--- config.mk ---
export PLATFORM = sky130hd
export DESIGN_NAME = pcms_sequencer
export DESIGN_NICKNAME = d
export VERILOG_FILES = /design/src/rtl/pcms_pkg.sv /design/src/rtl/pcms_sequencer.sv
export SDC_FILE = /design/constraint.sdc
export NUM_CORES = 2
export LEC_CHECK = 0
export BUFFER_PORTS_ARGS = -buffer_cell sky130_fd_sc_hd__buf_2
export CAP_MARGIN = 10
export CORE_MARGIN = 2
export CORE_UTILIZATION = 40
export CTS_CLUSTER_DIAMETER = 120
export CTS_CLUSTER_SIZE = 20
export DETAILED_ROUTE_END_ITERATION = 10
export GPL_TIMING_DRIVEN = 0
export PLACE_DENSITY = 0.56
export SLEW_MARGIN = 20
export SYNTH_ARGS = -nofsm -noshare
export SYNTH_HDL_FRONTEND = slang
export SYNTH_SLANG_ARGS = --single-unit
--- constraint.sdc ---
create_clock -name clk -period 248.2 [get_ports clk]
set_input_delay 24.82 -clock clk [delete_from_list [all_inputs] [get_ports clk]]
set_output_delay 24.82 -clock clk [all_outputs]
set_load 0.03 [all_outputs]
--- src/rtl/pcms_pkg.sv ---
// package for the pulse current measurement sequencer
// assumes a 200 MHz system clock and 32-bit classic Wishbone registers
package pcms_pkg;

  // ---------------------------------------------------------------
  // timing
  // ---------------------------------------------------------------
  localparam int CLK_MHZ = 200;
  localparam int FIXED_DELAY_US = 25;
  localparam int FIXED_DELAY_CYC = FIXED_DELAY_US * CLK_MHZ;
  localparam int DELAY_STEP_US = 10;
  localparam int DELAY_STEP_CYC = DELAY_STEP_US * CLK_MHZ;
  localparam int DELAY_MAX_MS = 100;
  localparam int DELAY_MAX_STEPS = DELAY_MAX_MS * 1000 / DELAY_STEP_US;
  localparam int WIN_STEP_US = 1;
  localparam int WIN_STEP_CYC = WIN_STEP_US * CLK_MHZ;
  localparam int AUTO_MIN_US = 80;
  localparam int AUTO_MAX_MS = 833;
  localparam int AUTO_MAX_US = AUTO_MAX_MS * 1000;
  localparam int AVG_MAX = 100;

  // ---------------------------------------------------------------
  // current scale: one code is 0.5 mA in either range
  // ---------------------------------------------------------------
  localparam logic [15:0] HI_RANGE_MAX = 16'h2710;
  localparam logic [15:0] LO_RANGE_MAX = 16'h03E8;
  localparam logic [15:0] HI_STEP = 16'h000A;
  localparam logic [15:0] LO_STEP = 16'h0001;
  localparam logic [15:0] HI_HYST = 16'h0014;
  localparam logic [15:0] LO_HYST = 16'h0002;

  // ---------------------------------------------------------------
  // register map (byte addresses)
  // ---------------------------------------------------------------
  localparam logic [7:0] ADDR_CTRL = 8'h00;
  localparam logic [7:0] ADDR_STATUS = 8'h04;
  localparam logic [7:0] ADDR_LEVEL_HI = 8'h08;
  localparam logic [7:0] ADDR_LEVEL_LO = 8'h0C;
  localparam logic [7:0] ADDR_DELAY = 8'h10;
  localparam logic [7:0] ADDR_PEAK_WIN = 8'h14;
  localparam logic [7:0] ADDR_IDLE_WIN = 8'h18;
  localparam logic [7:0] ADDR_MEAN_WIN = 8'h1C;
  localparam logic [7:0] ADDR_AVG_CNT = 8'h20;
  localparam logic [7:0] ADDR_READING = 8'h24;

  localparam int CTRL_ENABLE = 0;
  localparam int CTRL_AUTO = 1;
  localparam int CTRL_MODE_LSB = 2;
  localparam int CTRL_DUAL = 4;
  localparam int CTRL_LOW_RANGE = 5;
  localparam int STAT_VALID = 0;
  localparam int STAT_BUSY = 1;
  localparam int STAT_AUTO_BUSY = 2;
  localparam int STAT_RANGE = 3;

  localparam logic [19:0] WIN_RESET = 20'h00021;
  localparam logic [6:0] AVG_RESET = 7'h01;

  typedef enum logic [1:0] {
    PCMS_MODE_PEAK = 2'b00,
    PCMS_MODE_IDLE = 2'b01,
    PCMS_MODE_MEAN = 2'b10
  } pcms_mode_t;

  typedef enum logic [2:0] {
    PCMS_IDLE = 3'b000,
    PCMS_WAIT_EDGE = 3'b001,
    PCMS_DELAY = 3'b010,
    PCMS_INTEG = 3'b011,
    PCMS_AUTO_RISE = 3'b100,
    PCMS_AUTO_HIGH = 3'b101,
    PCMS_AUTO_LOW = 3'b110
  } pcms_state_t;

endpackage

--- src/rtl/pcms_sequencer.sv ---
// pulse current measurement sequencer: edge detect, delays,
// integration windows, averaging and automatic window timing
// assumes current samples arrive on clk from the converter
`timescale 1ns/100ps
module pcms_sequencer
  import pcms_pkg::*;
#(
  parameter int FIXED_CYC = FIXED_DELAY_CYC,
  parameter int STEP_CYC = DELAY_STEP_CYC,
  parameter int WIN_CYC = WIN_STEP_CYC
) (
  input wire logic clk, // 200 MHz system clock
  input wire logic arst_n, // async reset, active low
  input wire logic wb_cyc_i, // wishbone cycle
  input wire logic wb_stb_i, // wishbone strobe
  input wire logic wb_we_i, // wishbone write enable
  input wire logic [7:0] wb_adr_i, // wishbone byte address
  input wire logic [31:0] wb_dat_i, // wishbone write data
  input wire logic [3:0] wb_sel_i, // wishbone byte selects
  output logic [31:0] wb_dat_o, // wishbone read data
  output logic wb_ack_o, // wishbone acknowledge
  output logic wb_err_o, // wishbone error, unmapped address
  input wire logic sample_valid, // new current sample this cycle
  input wire logic signed [15:0] sample_i, // current, 0.5 mA per code
  input wire logic auto_range_req, // front end asks for autorange
  output logic range_low, // 1 selects the 500mA range
  output logic integ_on, // converter integrating
  output logic reading_valid // reading available
);

  typedef struct packed {
    logic ack;
    logic err;
    logic [31:0] rdata;
    logic enable;
    logic dual;
    logic sel_low;
    logic range_low;
    logic [1:0] mode;
    logic [15:0] level_hi;
    logic [15:0] level_lo;
    logic [13:0] delay_steps;
    logic [19:0] peak_win;
    logic [19:0] idle_win;
    logic [19:0] mean_win;
    logic [6:0] avg_cnt;
    logic auto_req;
    logic armed;
    logic above;
    pcms_state_t state;
    logic [31:0] cnt;
    logic [19:0] unit;
    logic [19:0] win_left;
    logic [19:0] width_hi;
    logic [47:0] acc;
    logic [47:0] sum;
    logic [6:0] done;
    logic [31:0] reading;
    logic valid;
    logic auto_bad;
  } pcms_regs_t;

  pcms_regs_t r;
  pcms_regs_t next_r;

  // ---------------------------------------------------------------
  // helpers
  // ---------------------------------------------------------------
  function automatic logic [15:0] snap_level(input logic [31:0] v,
                                             input logic [15:0] step,
                                             input logic [15:0] lim);
    logic [15:0] t;
    t = (v[31:16] != 16'h0000 || v[15:0] > lim) ? lim : v[15:0];
    snap_level = t - (t % step);
  endfunction

  function automatic logic [31:0] delay_cycles(input logic [13:0] s);
    delay_cycles = 32'(FIXED_CYC) + 32'(s) * 32'(STEP_CYC);
  endfunction

  logic wb_req;
  logic hit;
  logic [15:0] level;
  logic [15:0] hyst;
  logic rise;
  logic fall;
  logic signed [16:0] s17;
  logic [31:0] ctrl_view;
  logic [31:0] stat_view;

  assign wb_req = wb_cyc_i & wb_stb_i & ~r.ack & ~r.err;
  assign level = r.range_low ? r.level_lo : r.level_hi;
  assign hyst = r.range_low ? LO_HYST : HI_HYST;
  assign s17 = {sample_i[15], sample_i};
  // arm a hysteresis band above level, rearm only after dropping a hysteresis band below
  assign rise = sample_valid & ~r.above &
                (s17 >= $signed({1'b0, level}) + $signed({1'b0, hyst})) &
                (level != 16'h0000 || s17 > 17'sh00000);
  assign fall = sample_valid & r.above &
                (s17 + $signed({1'b0, hyst}) < $signed({1'b0, level}));
  assign ctrl_view = {26'h0, r.range_low, r.dual, 1'b0, r.mode, r.enable};
  assign stat_view = {28'h0, r.range_low, r.auto_req, r.state != PCMS_IDLE,
                      r.valid};

  // ---------------------------------------------------------------
  // next state
  // ---------------------------------------------------------------
  always_comb begin
    next_r = r;
    next_r.ack = 1'b0;
    next_r.err = 1'b0;
    hit = 1'b1;

    if (sample_valid) begin
      if (rise)
        next_r.above = 1'b1;
      else if (fall)
        next_r.above = 1'b0;
    end

    // range is latched when pulse mode is enabled
    if (!r.enable) begin
      next_r.range_low = r.dual & r.sel_low;
    end
    // auto_range_req deliberately unused in range choice

    // -------- sequencer --------
    case (r.state)
      PCMS_IDLE: begin
        if (r.enable && r.auto_req) begin
          next_r.state = PCMS_AUTO_RISE;
        end else if (r.enable) begin
          next_r.state = PCMS_WAIT_EDGE;
          next_r.acc = 48'h0;
          next_r.done = 7'h00;
        end
      end
      PCMS_WAIT_EDGE: begin
        // a pending auto timing request preempts edge waiting
        if (!r.enable || r.auto_req) begin
          next_r.state = PCMS_IDLE;
        end else if ((r.mode == PCMS_MODE_IDLE) ? fall : rise) begin
          next_r.state = PCMS_DELAY;
          next_r.cnt = delay_cycles(r.delay_steps);
        end
      end
      PCMS_DELAY: begin
        if (r.cnt > 32'h1) begin
          next_r.cnt = r.cnt - 32'h1;
        end else begin
          next_r.state = PCMS_INTEG;
          next_r.unit = 20'h0;
          next_r.sum = 48'h0;
          case (r.mode)
            PCMS_MODE_PEAK: next_r.win_left = r.peak_win;
            PCMS_MODE_IDLE: next_r.win_left = r.idle_win;
            default: next_r.win_left = r.mean_win;
          endcase
        end
      end
      PCMS_INTEG: begin
        if (sample_valid)
          next_r.sum = r.sum + 48'(signed'(sample_i));
        if (r.unit == 20'(WIN_CYC - 1)) begin
          next_r.unit = 20'h0;
          next_r.win_left = r.win_left - 20'h1;
        end else begin
          next_r.unit = r.unit + 20'h1;
        end
        if (r.unit == 20'(WIN_CYC - 1) && r.win_left <= 20'h1) begin
          // one window sum is folded into the reading accumulator
          next_r.acc = r.acc + 48'(next_r.sum);
          next_r.done = r.done + 7'h01;
          if (r.done + 7'h01 >= r.avg_cnt) begin
            next_r.reading = 32'(next_r.acc / 48'(r.avg_cnt));
            next_r.valid = 1'b1;
            next_r.acc = 48'h0;
            next_r.done = 7'h00;
          end
          next_r.state = r.enable ? PCMS_WAIT_EDGE : PCMS_IDLE;
        end
      end
      PCMS_AUTO_RISE: begin
        if (rise) begin
          next_r.state = PCMS_AUTO_HIGH;
          next_r.cnt = 32'h0;
          // the edge sample itself is the first counted cycle
          next_r.unit = 20'(1 % WIN_CYC);
        end
      end
      PCMS_AUTO_HIGH, PCMS_AUTO_LOW: begin
        if (r.unit == 20'(WIN_CYC - 1)) begin
          next_r.unit = 20'h0;
          next_r.cnt = r.cnt + 32'h1;
        end else begin
          next_r.unit = r.unit + 20'h1;
        end
        if (r.cnt > 32'(AUTO_MAX_US)) begin
          next_r.auto_req = 1'b0;
          next_r.auto_bad = 1'b1;
          next_r.state = PCMS_IDLE;
        end else if (r.state == PCMS_AUTO_HIGH && fall) begin
          next_r.width_hi = r.cnt[19:0];
          next_r.cnt = 32'h0;
          next_r.unit = 20'(1 % WIN_CYC);
          next_r.state = PCMS_AUTO_LOW;
        end else if (r.state == PCMS_AUTO_LOW && rise) begin
          if (r.width_hi >= 20'(AUTO_MIN_US) &&
              r.cnt >= 32'(AUTO_MIN_US)) begin
            next_r.peak_win = r.width_hi;
            next_r.idle_win = r.cnt[19:0];
            next_r.mean_win = r.width_hi + r.cnt[19:0];
            next_r.auto_bad = 1'b0;
          end else begin
            next_r.auto_bad = 1'b1;
          end
          next_r.auto_req = 1'b0;
          next_r.state = PCMS_IDLE;
        end
      end
      default: next_r.state = PCMS_IDLE;
    endcase

    // -------- wishbone slave, one wait state --------
    if (wb_req) begin
      next_r.rdata = 32'h0;
      if (wb_adr_i == ADDR_CTRL) begin
        next_r.rdata = ctrl_view;
        if (wb_we_i && wb_sel_i[0]) begin
          next_r.enable = wb_dat_i[CTRL_ENABLE];
          next_r.mode = wb_dat_i[CTRL_MODE_LSB +: 2] == 2'b11 ?
                        PCMS_MODE_PEAK : wb_dat_i[CTRL_MODE_LSB +: 2];
          next_r.dual = wb_dat_i[CTRL_DUAL];
          next_r.sel_low = wb_dat_i[CTRL_LOW_RANGE];
          if (wb_dat_i[CTRL_AUTO])
            next_r.auto_req = 1'b1;
          if (!wb_dat_i[CTRL_ENABLE])
            next_r.state = PCMS_IDLE;
        end
      end else if (wb_adr_i == ADDR_STATUS) begin
        next_r.rdata = stat_view | {27'h0, r.auto_bad, 4'h0};
        // valid is read-clear, a reading landing now still wins
        if (!wb_we_i && !(next_r.done == 7'h00 && r.state == PCMS_INTEG
            && next_r.state != PCMS_INTEG))
          next_r.valid = 1'b0;
      end else if (wb_adr_i == ADDR_LEVEL_HI) begin
        next_r.rdata = {16'h0, r.level_hi};
        if (wb_we_i)
          next_r.level_hi = snap_level(wb_dat_i, HI_STEP, HI_RANGE_MAX);
      end else if (wb_adr_i == ADDR_LEVEL_LO) begin
        next_r.rdata = {16'h0, r.level_lo};
        if (wb_we_i)
          next_r.level_lo = snap_level(wb_dat_i, LO_STEP, LO_RANGE_MAX);
      end else if (wb_adr_i == ADDR_DELAY) begin
        next_r.rdata = {18'h0, r.delay_steps};
        if (wb_we_i)
          next_r.delay_steps = wb_dat_i > 32'(DELAY_MAX_STEPS) ?
                               14'(DELAY_MAX_STEPS) : wb_dat_i[13:0];
      end else if (wb_adr_i == ADDR_PEAK_WIN) begin
        next_r.rdata = {12'h0, r.peak_win};
        if (wb_we_i && wb_dat_i[19:0] != 20'h0)
          next_r.peak_win = wb_dat_i[19:0];
      end else if (wb_adr_i == ADDR_IDLE_WIN) begin
        next_r.rdata = {12'h0, r.idle_win};
        if (wb_we_i && wb_dat_i[19:0] != 20'h0)
          next_r.idle_win = wb_dat_i[19:0];
      end else if (wb_adr_i == ADDR_MEAN_WIN) begin
        next_r.rdata = {12'h0, r.mean_win};
        if (wb_we_i && wb_dat_i[19:0] != 20'h0)
          next_r.mean_win = wb_dat_i[19:0];
      end else if (wb_adr_i == ADDR_AVG_CNT) begin
        next_r.rdata = {25'h0, r.avg_cnt};
        if (wb_we_i)
          next_r.avg_cnt = (wb_dat_i == 32'h0) ? 7'h01 :
                           (wb_dat_i > 32'(AVG_MAX)) ? 7'(AVG_MAX) :
                           wb_dat_i[6:0];
      end else if (wb_adr_i == ADDR_READING) begin
        next_r.rdata = r.reading;
      end else begin
        hit = 1'b0;
      end
      next_r.ack = hit;
      next_r.err = ~hit;
    end
  end

  // ---------------------------------------------------------------
  // state register
  // ---------------------------------------------------------------
  always_ff @(posedge clk or negedge arst_n) begin
    if (!arst_n) begin
      r <= '0;
      r.state <= PCMS_IDLE;
      r.peak_win <= WIN_RESET;
      r.idle_win <= WIN_RESET;
      r.mean_win <= WIN_RESET;
      r.avg_cnt <= AVG_RESET;
    end else begin
      r <= next_r;
    end
  end

  assign wb_dat_o = r.rdata;
  assign wb_ack_o = r.ack;
  assign wb_err_o = r.err;
  assign range_low = r.range_low;
  assign integ_on = r.state == PCMS_INTEG;
  assign reading_valid = r.valid;

endmodule

==> results.toml <==
[run_status]
status = "complete, no violations"

[finish]
final_area_um2 = 82490
fillers = 19860
area_delta_synth_final_pct = 6.142
drive_above_1_share_pct = 14.48
post-route-util_pct = 42.79
nets = 10970

[worst_setup_path]
slowest_stage = "nor4_1"
required_ns = 248.64
critical_path_arrival_ns = 194.33
criticalPathCategory = "primary input to flop"
r2r_setup_slack_ns = 78.27
reg2reg_to = "r[2]"
critPathMaxStageDelay_ns = 0.70
startpoint = "sample_i[0]"
worstPathMaxFanout = 10
critPathCaptureType = "flop"
critPathLaunchType = "primary input"
r2r_start = "r[41]"
worstRegToRegCells = 750
crit_top_cell = "o21a_1"

[place]
placed_area_um2 = 81710
gp_congestion = 0.9603
portBuffers = 88
dpl.hpwl_mm = 236.8

[synth]
ys_types = 213
synth-seq-area-share_pct = 12.44
synth-async-reset-ratio_pct = 100.0
yosys.area.top_type = "dfrtp_1"
ys_warn_count = 0
syn_area_per_cell_um2 = 7.644
syn_inst = 10170
syn_area_um2 = 77720
synth_top_area_share_pct = 12.20
synth_area_leaders = "dfrtp_1 12%, ha_1 8.8%, nand2_1 4.7%"
synth_edf_count = 0
synth_flop_cell = "dfrtp_1"
ys_ff_latch = 386

[drt]
postRouteWirelength_mm = 288.6
drt.antenna.violating_nets = 0
drcViolationCount = 0
wire_per_inst_um = 22.43
vias = 80540
dr.pass1.iters = 8
via_per_inst = 6.261
drtIter0Drc = 6480

[min_path]
worstHoldPathType = "flop to flop"
worstHoldStart = "r[33]"
worstHoldEndpoint = "r[33]"
hold_depth = 2

[sta]
fin_crit_ns = 193.89
finalHoldViolations = 0
hold_ws_ns = 0.4812
setup_viol = 0
drv_slew = 0
rsz0062_at_grt = "no"
max_freq_mhz = 5.158
max_slew_margin_pct = 25.71
finalCritPeriodShare_pct = 78.12
setup-tns-final_ns = 0
skew_ns = 0.04105
tightest_slew_ns = 1.114

[cts]
clockBufferDepth = 3
clock_latency_ns = 0.64
cts.sinks = 386
post_cts_buffers = 0
cts-htree-levels = 1
tritoncts = "done"
cts_buffers = 24
cts_resized = 0
cts.clk_slew.worst_paths_ns = 0.10
root_buffer = "clkbuf_16"
hold_buffers = 0

[die]
die_x_um = 444.8
ios = 104
fp-row-count = 161
dieHeight_um = 444.8
dieArea_um2 = 197800
core_area_um2 = 192800
start_util_pct = 40.32

[global_route]
antenna_found_initial = 32
grt_max_degree = 95
grt_pass1_wl_mm = 448.8
grt_remaining_overflow = 0
grt_usage_pct = 27.93
grt_pass1_vias = 77060

[run]
max-cap-violations = 0
-- cell usage in the layout (no fill, tap or decap), drive strengths merged, types with 301 or more instances in the layout --
master / count
nand2: 991
nor2: 972
nor3: 519
nand3: 333
ha: 547
xnor2: 428
inv: 301
o21ai: 628
dfrtp: 379
a21oi: 604
-- per-stage QoR --
step                setup WS, ns  std cells
finish                     54.31      12860
global placement           57.62      12790
global route               40.65      12860
detailed placement         55.64      12800
CTS                        55.59      12840
floorplan                  83.91      10170
-- routing by layer --
layer,up-vias,share of wire [%],wire [um],track usage [%]
met2,2206,47,134900,47.11
met3,447,4.1,11890,1.977
met5,-,0.025,71,0
met1,39070,45,130100,36.94
li1,38800,-,-,-
met4,12,4.0,11650,11.15
-- final cells by class --
class | count | area (um2) | share of cell area (%)
antenna | 21 | 52.55 | 0.06370
tap | 2526 | 3161 | 3.831
multi-input combinational | 9042 | 64130 | 77.74
inverter | 301 | 1150 | 1.394
buffer | 443 | 2895 | 3.510
timing repair buffer | 105 | 735.7 | 0.8918
clock buffer | 33 | 634.4 | 0.7690
sequential | 386 | 9668 | 11.72
clock inverter | 6 | 63.81 | 0.07735
-- logic make-up after synthesis --
family / synth area share (%)
xor+xnor: 8.305
simple gates: 30.47
mux: 4.334
other cells: 0.009663
buf+inv: 5.182
compound gates: 29.05
fa+ha+maj: 10.21
flops: 12.44
-- flip-flops by register name (all words and copies together), names as in the netlist --
| register | count |
|---|---|
| r | 346 |
| wb_dat_o | 32 |
| ctrl_view | 4 |
| range_low | 1 |
| reading_valid | 1 |
| wb_ack_o | 1 |
| wb_err_o | 1 |
-- worst max-delay path: cells and delay by family --
kind / cells / cell delay (ns)
adder cells (fa/ha/maj): 60 / 17.60
multiplexers: 32 / 8.88
AO/OA/AOI/OAI: 407 / 85.63
XOR/XNOR: 1 / 0.08
buffers and inverters: 139 / 25.05
AND/OR/NAND/NOR: 281 / 69.83
-- how the worst max path moves through the flow --
| stage | endpoint | slack, ns | cells after the start |
|---|---|---|---|
| 2_1_floorplan | r[2] | 83.91 | 1176 |
| 3_3_place_gp | r[2] | 57.62 | 1175 |
| 3_5_place_dp | r[2] | 55.64 | 945 |
| 4_1_cts | r[2] | 55.59 | 919 |
| 5_1_grt | r[2] | 40.65 | 919 |
| 6_report | r[2] | 54.31 | 920 |
-- synth_stat cells (47+ instances only) --
| cell type | count |
|---|---|
| o31ai_1 | 98 |
| nor3_1 | 470 |
| o211ai_1 | 65 |
| and3_1 | 91 |
| a22o_1 | 89 |
| buf_4 | 47 |
| buf_6 | 80 |
| or4_1 | 53 |
| nand2_1 | 968 |
| or3_1 | 99 |
| mux2i_1 | 129 |
| nand3_1 | 308 |
| dfrtp_1 | 379 |
| mux2_2 | 149 |
| a211oi_1 | 87 |
| nand2b_1 | 78 |
| a21oi_1 | 571 |
| nor2b_1 | 74 |
| a31oi_1 | 161 |
| inv_1 | 292 |
| a21o_2 | 47 |
| ha_1 | 547 |
| nor4_1 | 137 |
| or2_2 | 93 |
| nor2_1 | 951 |
| clkbuf_1 | 226 |
| nand4_1 | 188 |
| o21a_1 | 240 |
| and2_1 | 89 |
| o21bai_1 | 61 |
| o21ai_0 | 546 |
| xor2_1 | 276 |
| and2_2 | 47 |
| fa_1 | 50 |
| o21ai_1 | 66 |
| xnor2_1 | 412 |
| a21o_1 | 182 |
Power is left out: the tool's default activity adds up to more than one toggle a clock period on the data nets, which glitch-free logic cannot reach.
